**src/design/tsat_pkg.sv**
```systemverilog
// Purpose: Shared constants and types for the three-wire serial block with auto transfer
// Assumes: APB3 slave, 32-bit data, registers on word-aligned byte address = 4 * index
// Notes: Register indices are the printed offsets; byte address is four times the index
package tsat_pkg;

    localparam int APB_AW = 18;

    // Register indices (byte address = index * 4)
    localparam logic [15:0] IDX_MODE = 16'hff78;
    localparam logic [15:0] IDX_CTRL = 16'hff79;
    localparam logic [15:0] IDX_SHIFT = 16'hff7a;
    localparam logic [15:0] IDX_INTV = 16'hff7b;
    localparam logic [15:0] IDX_PTR = 16'hff7c;
    localparam logic [15:0] IDX_RAM = 16'hff80;
    localparam logic [15:0] IDX_RAM_LAST = 16'hff8f;

    // Mode register fields
    localparam int MODE_EN_BIT = 7;
    localparam int MODE_DIR_BIT = 6;
    localparam int MODE_AUTO_BIT = 5;
    localparam int MODE_IDLE_BIT = 4;
    localparam int MODE_CLK_LSB = 0;
    localparam logic [7:0] MODE_WMASK = 8'hf3;

    // Auto control register fields
    localparam int CTRL_RX_BIT = 7;
    localparam int CTRL_REPEAT_BIT = 6;
    localparam int CTRL_BUSY_BIT = 3;
    localparam logic [7:0] CTRL_WMASK = 8'hc0;

    // Interval register fields
    localparam int INTV_EN_BIT = 7;
    localparam int INTV_N_LSB = 0;
    localparam logic [7:0] INTV_WMASK = 8'h9f;

    localparam logic [7:0] RESET_VAL = 8'h00;
    localparam logic [1:0] CLK_EXTERNAL = 2'h0;

    // Byte gap in serial half periods: 2.5 periods for n = 0, (n + 1.5) periods else
    localparam logic [6:0] GAP_HALVES_ZERO = 7'h05;
    localparam logic [6:0] GAP_HALVES_ADD = 7'h03;
    // Gap when interval control is off: half a serial period
    localparam logic [6:0] GAP_HALVES_FREE = 7'h01;

    typedef enum logic [1:0] {
        TSAT_IDLE,
        TSAT_SHIFT,
        TSAT_GAP
    } tsat_phase_t;

    typedef struct packed {
        logic [15:0][7:0] ram;
        logic [7:0] mode;
        logic [7:0] ctrl;
        logic [7:0] intv;
        logic [7:0] shreg;
        logic [3:0] ptr;
        logic [3:0] startPtr;
        logic [3:0] bitCnt;
        logic [2:0] pre;
        logic [6:0] gapCnt;
        tsat_phase_t phase;
        logic sckPrev;
        logic sckOut;
        logic sckOeN;
        logic soOut;
        logic soOeN;
        logic doneIrq;
        logic pready;
        logic pslverr;
        logic [31:0] prdata;
    } tsat_state_t;

endpackage : tsat_pkg

```
**src/design/tsat_serial.sv**
```systemverilog
// Purpose: Three-wire clocked serial interface, 8-bit units, with 16-byte auto transfer
// Assumes: APB3 register access; pin inputs synchronous to mclk; one clock domain
// Notes: Pins are split into out / active-low output enable / in
`timescale 1ns/1ns

module tsat_serial
    import tsat_pkg::*;
(
    input wire logic mclk,
    input wire logic rst,
    input wire logic psel,
    input wire logic penable,
    input wire logic pwrite,
    input wire logic [APB_AW-1:0] paddr,
    input wire logic [31:0] pwdata,
    output logic [31:0] prdata,
    output logic pready,
    output logic pslverr,
    input wire logic sckIn,
    output logic sckOut,
    output logic sckOeN,
    output logic soOut,
    output logic soOeN,
    input wire logic siIn,
    output logic transferDoneIrq
);

    tsat_state_t s;
    tsat_state_t n;

    function automatic logic [7:0] orderBits(input logic [7:0] d, input logic lsbFirst);
        logic [7:0] r;
        r = d;
        if (lsbFirst) begin
            for (int i = 0; i < 8; i++) begin
                r[i] = d[7 - i];
            end
        end
        return r;
    endfunction : orderBits

    function automatic logic isMapped(input logic [15:0] idx);
        return (idx == IDX_MODE) || (idx == IDX_CTRL) || (idx == IDX_SHIFT)
            || (idx == IDX_INTV) || (idx == IDX_PTR)
            || ((idx >= IDX_RAM) && (idx <= IDX_RAM_LAST));
    endfunction : isMapped

    function automatic logic [6:0] gapHalves(input logic [7:0] intv);
        logic [6:0] g;
        g = GAP_HALVES_FREE;
        if (intv[INTV_EN_BIT]) begin
            if (intv[INTV_N_LSB +: 5] == 5'h00) begin
                g = GAP_HALVES_ZERO;
            end else begin
                g = {1'b0, intv[INTV_N_LSB +: 5], 1'b0} + GAP_HALVES_ADD;
            end
        end
        return g;
    endfunction : gapHalves

    logic enable;
    logic lsbFirst;
    logic autoMode;
    logic extClk;
    logic rxOn;
    logic [1:0] clkSel;
    logic [2:0] halfLast;
    logic tick;
    logic extFall;
    logic extRise;
    logic fallEv;
    logic riseEv;
    logic halfEv;
    logic access;
    logic [15:0] regIdx;
    logic [7:0] shifted;
    logic [3:0] ramIdx;

    assign enable = s.mode[MODE_EN_BIT];
    assign lsbFirst = s.mode[MODE_DIR_BIT];
    assign autoMode = s.mode[MODE_AUTO_BIT];
    assign clkSel = s.mode[MODE_CLK_LSB +: 2];
    assign extClk = (clkSel == CLK_EXTERNAL);
    assign rxOn = !autoMode || s.ctrl[CTRL_RX_BIT];
    assign regIdx = paddr[17:2];
    assign ramIdx = regIdx[3:0];
    assign access = psel && penable;

    // Half period of the internal serial clock is 2, 4 or 8 mclk
    assign halfLast = 3'((4'h1 << clkSel) - 4'h1);
    assign tick = (s.pre == halfLast);
    assign extFall = s.sckPrev && !sckIn;
    assign extRise = !s.sckPrev && sckIn;
    assign fallEv = extClk ? extFall : (tick && s.sckOut);
    assign riseEv = extClk ? extRise : (tick && !s.sckOut);
    assign halfEv = extClk ? (extFall || extRise) : tick;

    always_comb begin
        n = s;
        n.doneIrq = 1'b0;
        n.sckPrev = sckIn;
        n.pre = tick ? 3'h0 : 3'(s.pre + 3'h1);
        shifted = {s.shreg[6:0], rxOn ? siIn : 1'b0};

        unique case (s.phase)
            TSAT_IDLE: begin
                n.sckOut = 1'b1;
                // Data drops one mclk after the final rise, so the far side still latches it
                if (autoMode && !s.ctrl[CTRL_BUSY_BIT]) begin
                    n.soOut = 1'b0;
                end
            end
            TSAT_SHIFT: begin
                if (fallEv) begin
                    n.soOut = s.shreg[7];
                    if (!extClk) begin
                        n.sckOut = 1'b0;
                    end
                end else if (riseEv) begin
                    n.shreg = shifted;
                    n.bitCnt = 4'(s.bitCnt + 4'h1);
                    if (!extClk) begin
                        n.sckOut = 1'b1;
                    end
                    if (s.bitCnt == 4'h7) begin
                        n.bitCnt = 4'h0;
                        if (!autoMode) begin
                            n.phase = TSAT_IDLE;
                            n.doneIrq = 1'b1;
                        end else begin
                            if (s.ctrl[CTRL_RX_BIT]) begin
                                n.ram[s.ptr] = orderBits(shifted, lsbFirst);
                            end
                            n.gapCnt = gapHalves(s.intv);
                            if (s.ptr != 4'h0) begin
                                n.ptr = 4'(s.ptr - 4'h1);
                                n.phase = TSAT_GAP;
                            end else if (s.ctrl[CTRL_REPEAT_BIT]) begin
                                n.ptr = s.startPtr;
                                n.phase = TSAT_GAP;
                            end else begin
                                n.phase = TSAT_IDLE;
                                n.ctrl[CTRL_BUSY_BIT] = 1'b0;
                                n.doneIrq = 1'b1;
                            end
                        end
                    end
                end
            end
            TSAT_GAP: begin
                // With the internal clock, the clock rests high through the gap, so the next byte starts on a fall
                if (halfEv) begin
                    n.gapCnt = 7'(s.gapCnt - 7'h01);
                    if (s.gapCnt <= 7'h01) begin
                        n.shreg = orderBits(s.ram[s.ptr], lsbFirst);
                        n.bitCnt = 4'h0;
                        n.phase = TSAT_SHIFT;
                    end
                end
            end
        endcase

        // Leaving auto mode mid-run counts as a suspension
        if (!autoMode && s.phase == TSAT_GAP) begin
            n.phase = TSAT_IDLE;
        end
        if (!autoMode) begin
            n.ctrl[CTRL_BUSY_BIT] = 1'b0;
        end

        if (!enable) begin
            n.phase = TSAT_IDLE;
            n.bitCnt = 4'h0;
            n.sckOut = 1'b1;
            n.ctrl[CTRL_BUSY_BIT] = 1'b0;
        end

        // Pin drive: low enable means driving
        n.sckOeN = !((enable && !extClk) || (!enable && s.mode[MODE_IDLE_BIT]));
        n.soOeN = !enable;

        // APB: one wait state so read data and answer come from flops
        if (access && !s.pready) begin
            n.pready = 1'b1;
            n.pslverr = !isMapped(regIdx) || (paddr[1:0] != 2'h0);
            n.prdata = 32'h0000_0000;
            if (regIdx == IDX_MODE) begin
                n.prdata[7:0] = s.mode;
            end else if (regIdx == IDX_CTRL) begin
                n.prdata[7:0] = s.ctrl;
            end else if (regIdx == IDX_SHIFT) begin
                n.prdata[7:0] = orderBits(s.shreg, lsbFirst);
            end else if (regIdx == IDX_INTV) begin
                n.prdata[7:0] = s.intv;
            end else if (regIdx == IDX_PTR) begin
                n.prdata[3:0] = s.ptr;
            end else if (isMapped(regIdx)) begin
                n.prdata[7:0] = s.ram[ramIdx];
            end
        end else if (s.pready) begin
            n.pready = 1'b0;
            n.pslverr = 1'b0;
            if (access && pwrite && !s.pslverr) begin
                if (regIdx == IDX_MODE) begin
                    n.mode = pwdata[7:0] & MODE_WMASK;
                end else if (regIdx == IDX_CTRL) begin
                    n.ctrl = (pwdata[7:0] & CTRL_WMASK)
                        | (n.ctrl & ~CTRL_WMASK);
                end else if (regIdx == IDX_INTV) begin
                    n.intv = pwdata[7:0] & INTV_WMASK;
                end else if (regIdx == IDX_PTR) begin
                    n.ptr = pwdata[3:0];
                end else if (regIdx == IDX_SHIFT) begin
                    // Writes while disabled or busy are dropped, not queued
                    if (enable && s.phase == TSAT_IDLE && (!extClk || sckIn)) begin
                        n.bitCnt = 4'h0;
                        n.phase = TSAT_SHIFT;
                        if (autoMode) begin
                            n.ctrl[CTRL_BUSY_BIT] = 1'b1;
                            n.startPtr = s.ptr;
                            n.shreg = orderBits(s.ram[s.ptr], lsbFirst);
                        end else begin
                            n.shreg = orderBits(pwdata[7:0], lsbFirst);
                        end
                    end
                end else begin
                    n.ram[ramIdx] = pwdata[7:0];
                end
            end
        end
    end

    always_ff @(posedge mclk or posedge rst) begin
        if (rst) begin
            s <= '0;
            s.mode <= RESET_VAL;
            s.ctrl <= RESET_VAL;
            s.intv <= RESET_VAL;
            s.phase <= TSAT_IDLE;
            s.sckOut <= 1'b1;
            // Matches the idle-high pin so no false edge follows reset
            s.sckPrev <= 1'b1;
            s.sckOeN <= 1'b1;
            s.soOeN <= 1'b1;
        end else begin
            s <= n;
        end
    end

    assign prdata = s.prdata;
    assign pready = s.pready;
    assign pslverr = s.pslverr;
    assign sckOut = s.sckOut;
    assign sckOeN = s.sckOeN;
    assign soOut = s.soOut;
    assign soOeN = s.soOeN;
    assign transferDoneIrq = s.doneIrq;

endmodule : tsat_serial

```
**config.mk**
```make
export PLATFORM = sky130hd
export DESIGN_NAME = tsat_serial
export DESIGN_NICKNAME = d
export VERILOG_FILES = /design/src/design/tsat_pkg.sv /design/src/design/tsat_serial.sv
export SDC_FILE = /design/constraint.sdc
export NUM_CORES = 1
export LEC_CHECK = 0
export BUFFER_PORTS_ARGS = -buffer_cell sky130_fd_sc_hd__buf_2
export CAP_MARGIN = 20
export CORE_ASPECT_RATIO = 0.8
export CORE_MARGIN = 2
export CORE_UTILIZATION = 45
export CTS_CLUSTER_DIAMETER = 150
export DETAILED_ROUTE_END_ITERATION = 8
export MAX_ROUTING_LAYER = met4
export PLACE_DENSITY_LB_ADDON = 0.05
export RECOVER_POWER = 25
export SYNTH_ARGS = -nofsm -noshare
export SYNTH_HDL_FRONTEND = slang
export SYNTH_SLANG_ARGS = --single-unit
```
**constraint.sdc**
```tcl
create_clock -name mclk -period 6.6 [get_ports mclk]
set_input_delay 0.99 -clock mclk [delete_from_list [all_inputs] [get_ports mclk]]
set_output_delay 0.99 -clock mclk [all_outputs]
set_load 0.02 [all_outputs]
```
Word-level counts from Yosys, hierarchy flattened

Index checks and enable logic that the tools add are counted.

Input port bits: 57
Register bits after elaboration: 196
Output and inout port bits: 39

Bitwise operators: 6
Muxes and demuxes: 134
Shift-type cells: 1
Reduce and logical (&&, ||, !) cells: 53
Add/subtract/negate cells: 6
Equality and inequality tests: 20
$lt $le $gt $ge: 7

Operators with widths:

| operator             | count |
|---|---|
| $mux 128             | 11 |
| $mux 172             | 3 |
| $bwmux 128           | 2 |
| $mux 8               | 30 |
| $eq 16x16->1 const B | 5 |
| $bmux 8 s4           | 2 |
| $demux 8 s4          | 2 |
| $mux 4               | 16 |
| $mux 36              | 1 |
| $mux 9               | 4 |
| $mux 1               | 33 |
| $mux 2               | 16 |
| $mux 28              | 1 |
| $mux 12              | 2 |
| $mux 7               | 3 |
| $mux 20              | 1 |
| $pmux 9 s2           | 1 |
| $logic_and 1x1->1    | 17 |
| $ge 16x16->1 const B | 1 |
| $le 16x16->1 const B | 1 |
| $pmux 8 s2           | 1 |
| $ne 2x2->1 const B   | 7 |
| $ne 4x4->1 const B   | 3 |
| $reduce_and 6->1     | 2 |
| other kinds (30)     | 62 |

Logic depth before layout (Yosys ltp)

Word-level depth: 26
Gate-level depth with buffers: 11

Worst setup path after synthesis

Ideal clock, no wire load.

Path kind: input-to-reg
Start: input paddr[3]
End: register s, in the netlist prdata[5]
Stages on the path: 7
Path slack: 3753 ps
Arrival: 2715 ps
Path through: buf_2 buf_1 mux4_2 mux4_2 and3_1 a221oi_1 o21ai_1

Word-level cells in the longest chain between the ends: 12

RTL lines:

| item                                                  | line               | source |
|---|---|---|
| start: declaration                                    | tsat_serial.sv:14  | `input wire logic [APB_AW-1:0] paddr,` |
| branches (longest 11 deep; another with $ge 16x16->1) | -                  |  |
| $mux 8 *                                              | tsat_serial.sv:187 | `if (regIdx == IDX_MODE) begin` |
| end signal: assignment                                | tsat_serial.sv:246 | `s <= n;` |
| end: declaration                                      | tsat_serial.sv:28  | `tsat_state_t s;` |

Mark *: on every way between the ends. The select of a mux whose other input is x is not followed.
A chain may end at the register's enable or synchronous reset.

==> summary.txt <==
Status
  • Status: finished with violations
  • Failing checks: max-capacitance violations, max-slew violations

Yosys
  • Register bit total from synthesis: 191
  • Post-synth top area cell: dfrtp_1
  • EDFF count, synth: 0
  • Prevailing post-synth register cell: dfrtp_1
  • Ys async rst share: 1.00
  • Synth Cell Area: 0.0131 mm²
  • Sequential share of the synthesized area: 0.366
  • Post-synthesis cell type count: 86
  • YS warnings: 0
  • Avg Synthesized Cell Area: 9.57 µm²
  • Post-synthesis instance total: 1365
  • Top cells by area, synth: dfrtp_1 (36%), mux2i_1 (16%), mux4_2 (6.6%), nand2_1 (5.4%), o21ai_1 (3.6%)
  • Post-synth top area share: 0.358

Run
  • Max cap viols: 1

Clocking
  • Worst skew pair latency: 0.47 ns
  • Setup Buffers After CTS: 0
  • CTS tree: yes
  • TritonCTS Sinks: 191
  • # H-tree levels: 4
  • Root Driver: clkbuf_16
  • Post-CTS resize count: 0
  • TritonCTS buffer count: 17
  • CTS Buffer Depth: 2
  • Hold Buf Count CTS: 0
  • Clock Pin Slew Worst Setup and Hold Paths: 0.08 ns

Final layout
  • Most frequent cells in the layout: mux2i_1 (208), nand2_1 (189), dfrtp_1 (186)
  • Cell area after layout: 0.0139 mm²
  • Largest Register: s
  • Commonest non-fill, non-tap cell in the layout: mux2i_1
  • Antenna fix cells: 0
  • Area delta synth->final: 6.71%
  • Layout Nets: 1418
  • Fraction of layout cells with a size suffix above 1: 0.147
  • Max reg flops: 171

STA
  • Hold Vio Cnt, Final: 0
  • Hold Slack: 0.476 ns
  • Slew Limit Fails: 92
  • Min Tclk post-route: 3.98 ns
  • Fin Clk Skew: 0.0160 ns
  • Worst-Margin Slew: 4.24 ns
  • Final period utilization: 0.603
  • F_max: 0.251 GHz
  • RSZ-0062 raised after global routing: no
  • Fin Setup TNS: 0 ns
  • Slew headroom: -1.84
  • Final setup violation count: 0

Placed design
  • Detailed placer's ending HPWL: 30700 µm
  • Placed cell areas: 0.0132 mm²
  • I/O Buffers: 47
  • Final Wtd Congestion: 0.918

Floorplanning
  • Number of I/O pins: 96
  • Starting Density: 0.460
  • Area of the die: 0.0304 mm²
  • Die height: 156 µm
  • Core Rows: 55
  • Die Width: 194 µm
  • Core Box Area: 0.0284 mm²

Worst hold path
  • Worst Hold Path EP: sckOeN
  • WHS Path Cells: 1
  • Hold Path Class: register to register
  • Hold Crit Start: s[92]

Setup path
  • Crit end category: asynchronous set/reset pin
  • R2R cell count: 6
  • CP required: 7.04 ns
  • Startpoint Class: input port
  • WP data arrival: 4.42 ns
  • Worst reg-to-reg setup slack: 3.46 ns
  • CP max FO: 91
  • Setup CP Type: input port to asynchronous set/reset pin
  • FF-to-FF End: s[101]
  • Crit Reg-Reg Startpoint: clkSel[1]

Route
  • WL met1: 21100 µm
  • Final WL: 45100 µm
  • Routed Antenna Nets: 0
  • DRT Pass-1 Iters: 5
  • WL/cell: 26.1 µm
  • Vias: 10800
  • Via-per-instance ratio: 6.26
  • WL met2: 18200 µm
  • DR WL met3: 4850 µm
  • Starting DRT DRC Count: 1140
  • DR top layer: met4
  • Post-route DRC: 0

Global route
  • Global-route wire length before repair: 66700 µm
  • Total gr overflow: 0
  • Total Routing Usage GR: 0.308
  • Largest net degree at the start of global routing: 92
  • Initial antenna violation count: 1
  • Vias in the first global route: 10000

Pwr
  • P per Cell Area: 194 mW/mm²
  • Peak VDD IR: 196 µV
  • LEAKAGE: 5.47 nW
-- area by class of cell --
type	count	area, µm²
fillers	2702	14500
repair buffers	73	455
clock inverters	13	154
flip-flops and latches	191	4790
inverters	34	129
multi-input cells	1028	7490
clock buffers	19	453
well taps	370	463
-- worst max-delay path by stage --
| stage | cells past startpoint | endpoint | from |
|---|---|---|---|
| final | 3 | s[61] | rst |
| after global routing | 3 | s[61] | rst |
| after CTS | 7 | prdata[5] | paddr[2] |
| after detailed placement | 7 | prdata[5] | paddr[2] |
| after global placement | 7 | prdata[5] | paddr[2] |
| after floorplan | 1 | autoMode | rst |
-- synthesized netlist by cell type, types with 3 or more instances --
cell / number
a21o_1: 3
xor2_1: 3
nor3_4: 3
nand2b_1: 8
nand3_1: 74
nor2b_1: 8
o22a_1: 4
ha_1: 16
buf_6: 8
o21ai_1: 95
buf_1: 4
o2bb2ai_1: 3
nor3_1: 16
buf_2: 22
o21ai_0: 70
mux4_2: 38
a222oi_1: 7
a21oi_1: 30
inv_1: 32
nand2_1: 189
o22ai_1: 6
nor2_4: 5
a22oi_1: 36
a31oi_1: 8
mux2_2: 13
nand4_1: 15
nor3_2: 6
dfrtp_1: 187
nand3b_1: 10
dfstp_2: 4
o21ai_2: 3
mux2i_1: 208
and3_1: 10
and4_1: 3
clkbuf_1: 62
o211ai_1: 4
nor2_1: 40
a211o_1: 4
buf_4: 37
-- cell families (layout without fill, tap and decap cells) --
kind of cell,count (synthesis),in the layout,share of synthesized area
multiplexers,261,261,0.240
adder cells (fa/ha/maj),16,16,0.0153
XOR/XNOR,5,5,0.00335
AND/OR/NAND/NOR,417,417,0.162
buffers and inverters,169,139,0.0672
AO/OA/AOI/OAI,305,305,0.145
other,1,24,0.000287
flip-flops,191,191,0.366
-- power breakdown --
part | internal, mW | total [mW] | leakage [nW] | switching [mW]
sequential | 1.21 | 1.24 | 2.59 | 0.0394
clock | 0.589 | 1.12 | 0.297 | 0.528
combinational | 0.108 | 0.345 | 2.58 | 0.237
-- worst max-delay path: stages --
cell	delay [ns]
buf_2	0.10
clkinvlp_2	2.32
buf_4	0.87
-- routing by layer --
metal / GRT usage / up-vias
met4: 0.0817 / 0
met5: - / -
li1: - / 4911
met3: 0.102 / 62
met2: 0.412 / 517
met1: 0.441 / 5326
-- per-stage QoR --
step | setup slack [ns] | util | cells | power (mW)
detailed placement | 2.63 | 0.466 | 1684 | 1.61
floorplan | 0.418 | - | 1388 | 1.51
finish | 2.62 | 0.490 | 1728 | 2.71
global route | 1.98 | 0.490 | 1728 | 2.80
global placement | 2.64 | 0.466 | 1684 | 1.60
CTS | 3.11 | 0.487 | 1716 | 2.71
No activity file was read; power rests on OpenSTA's default activity.
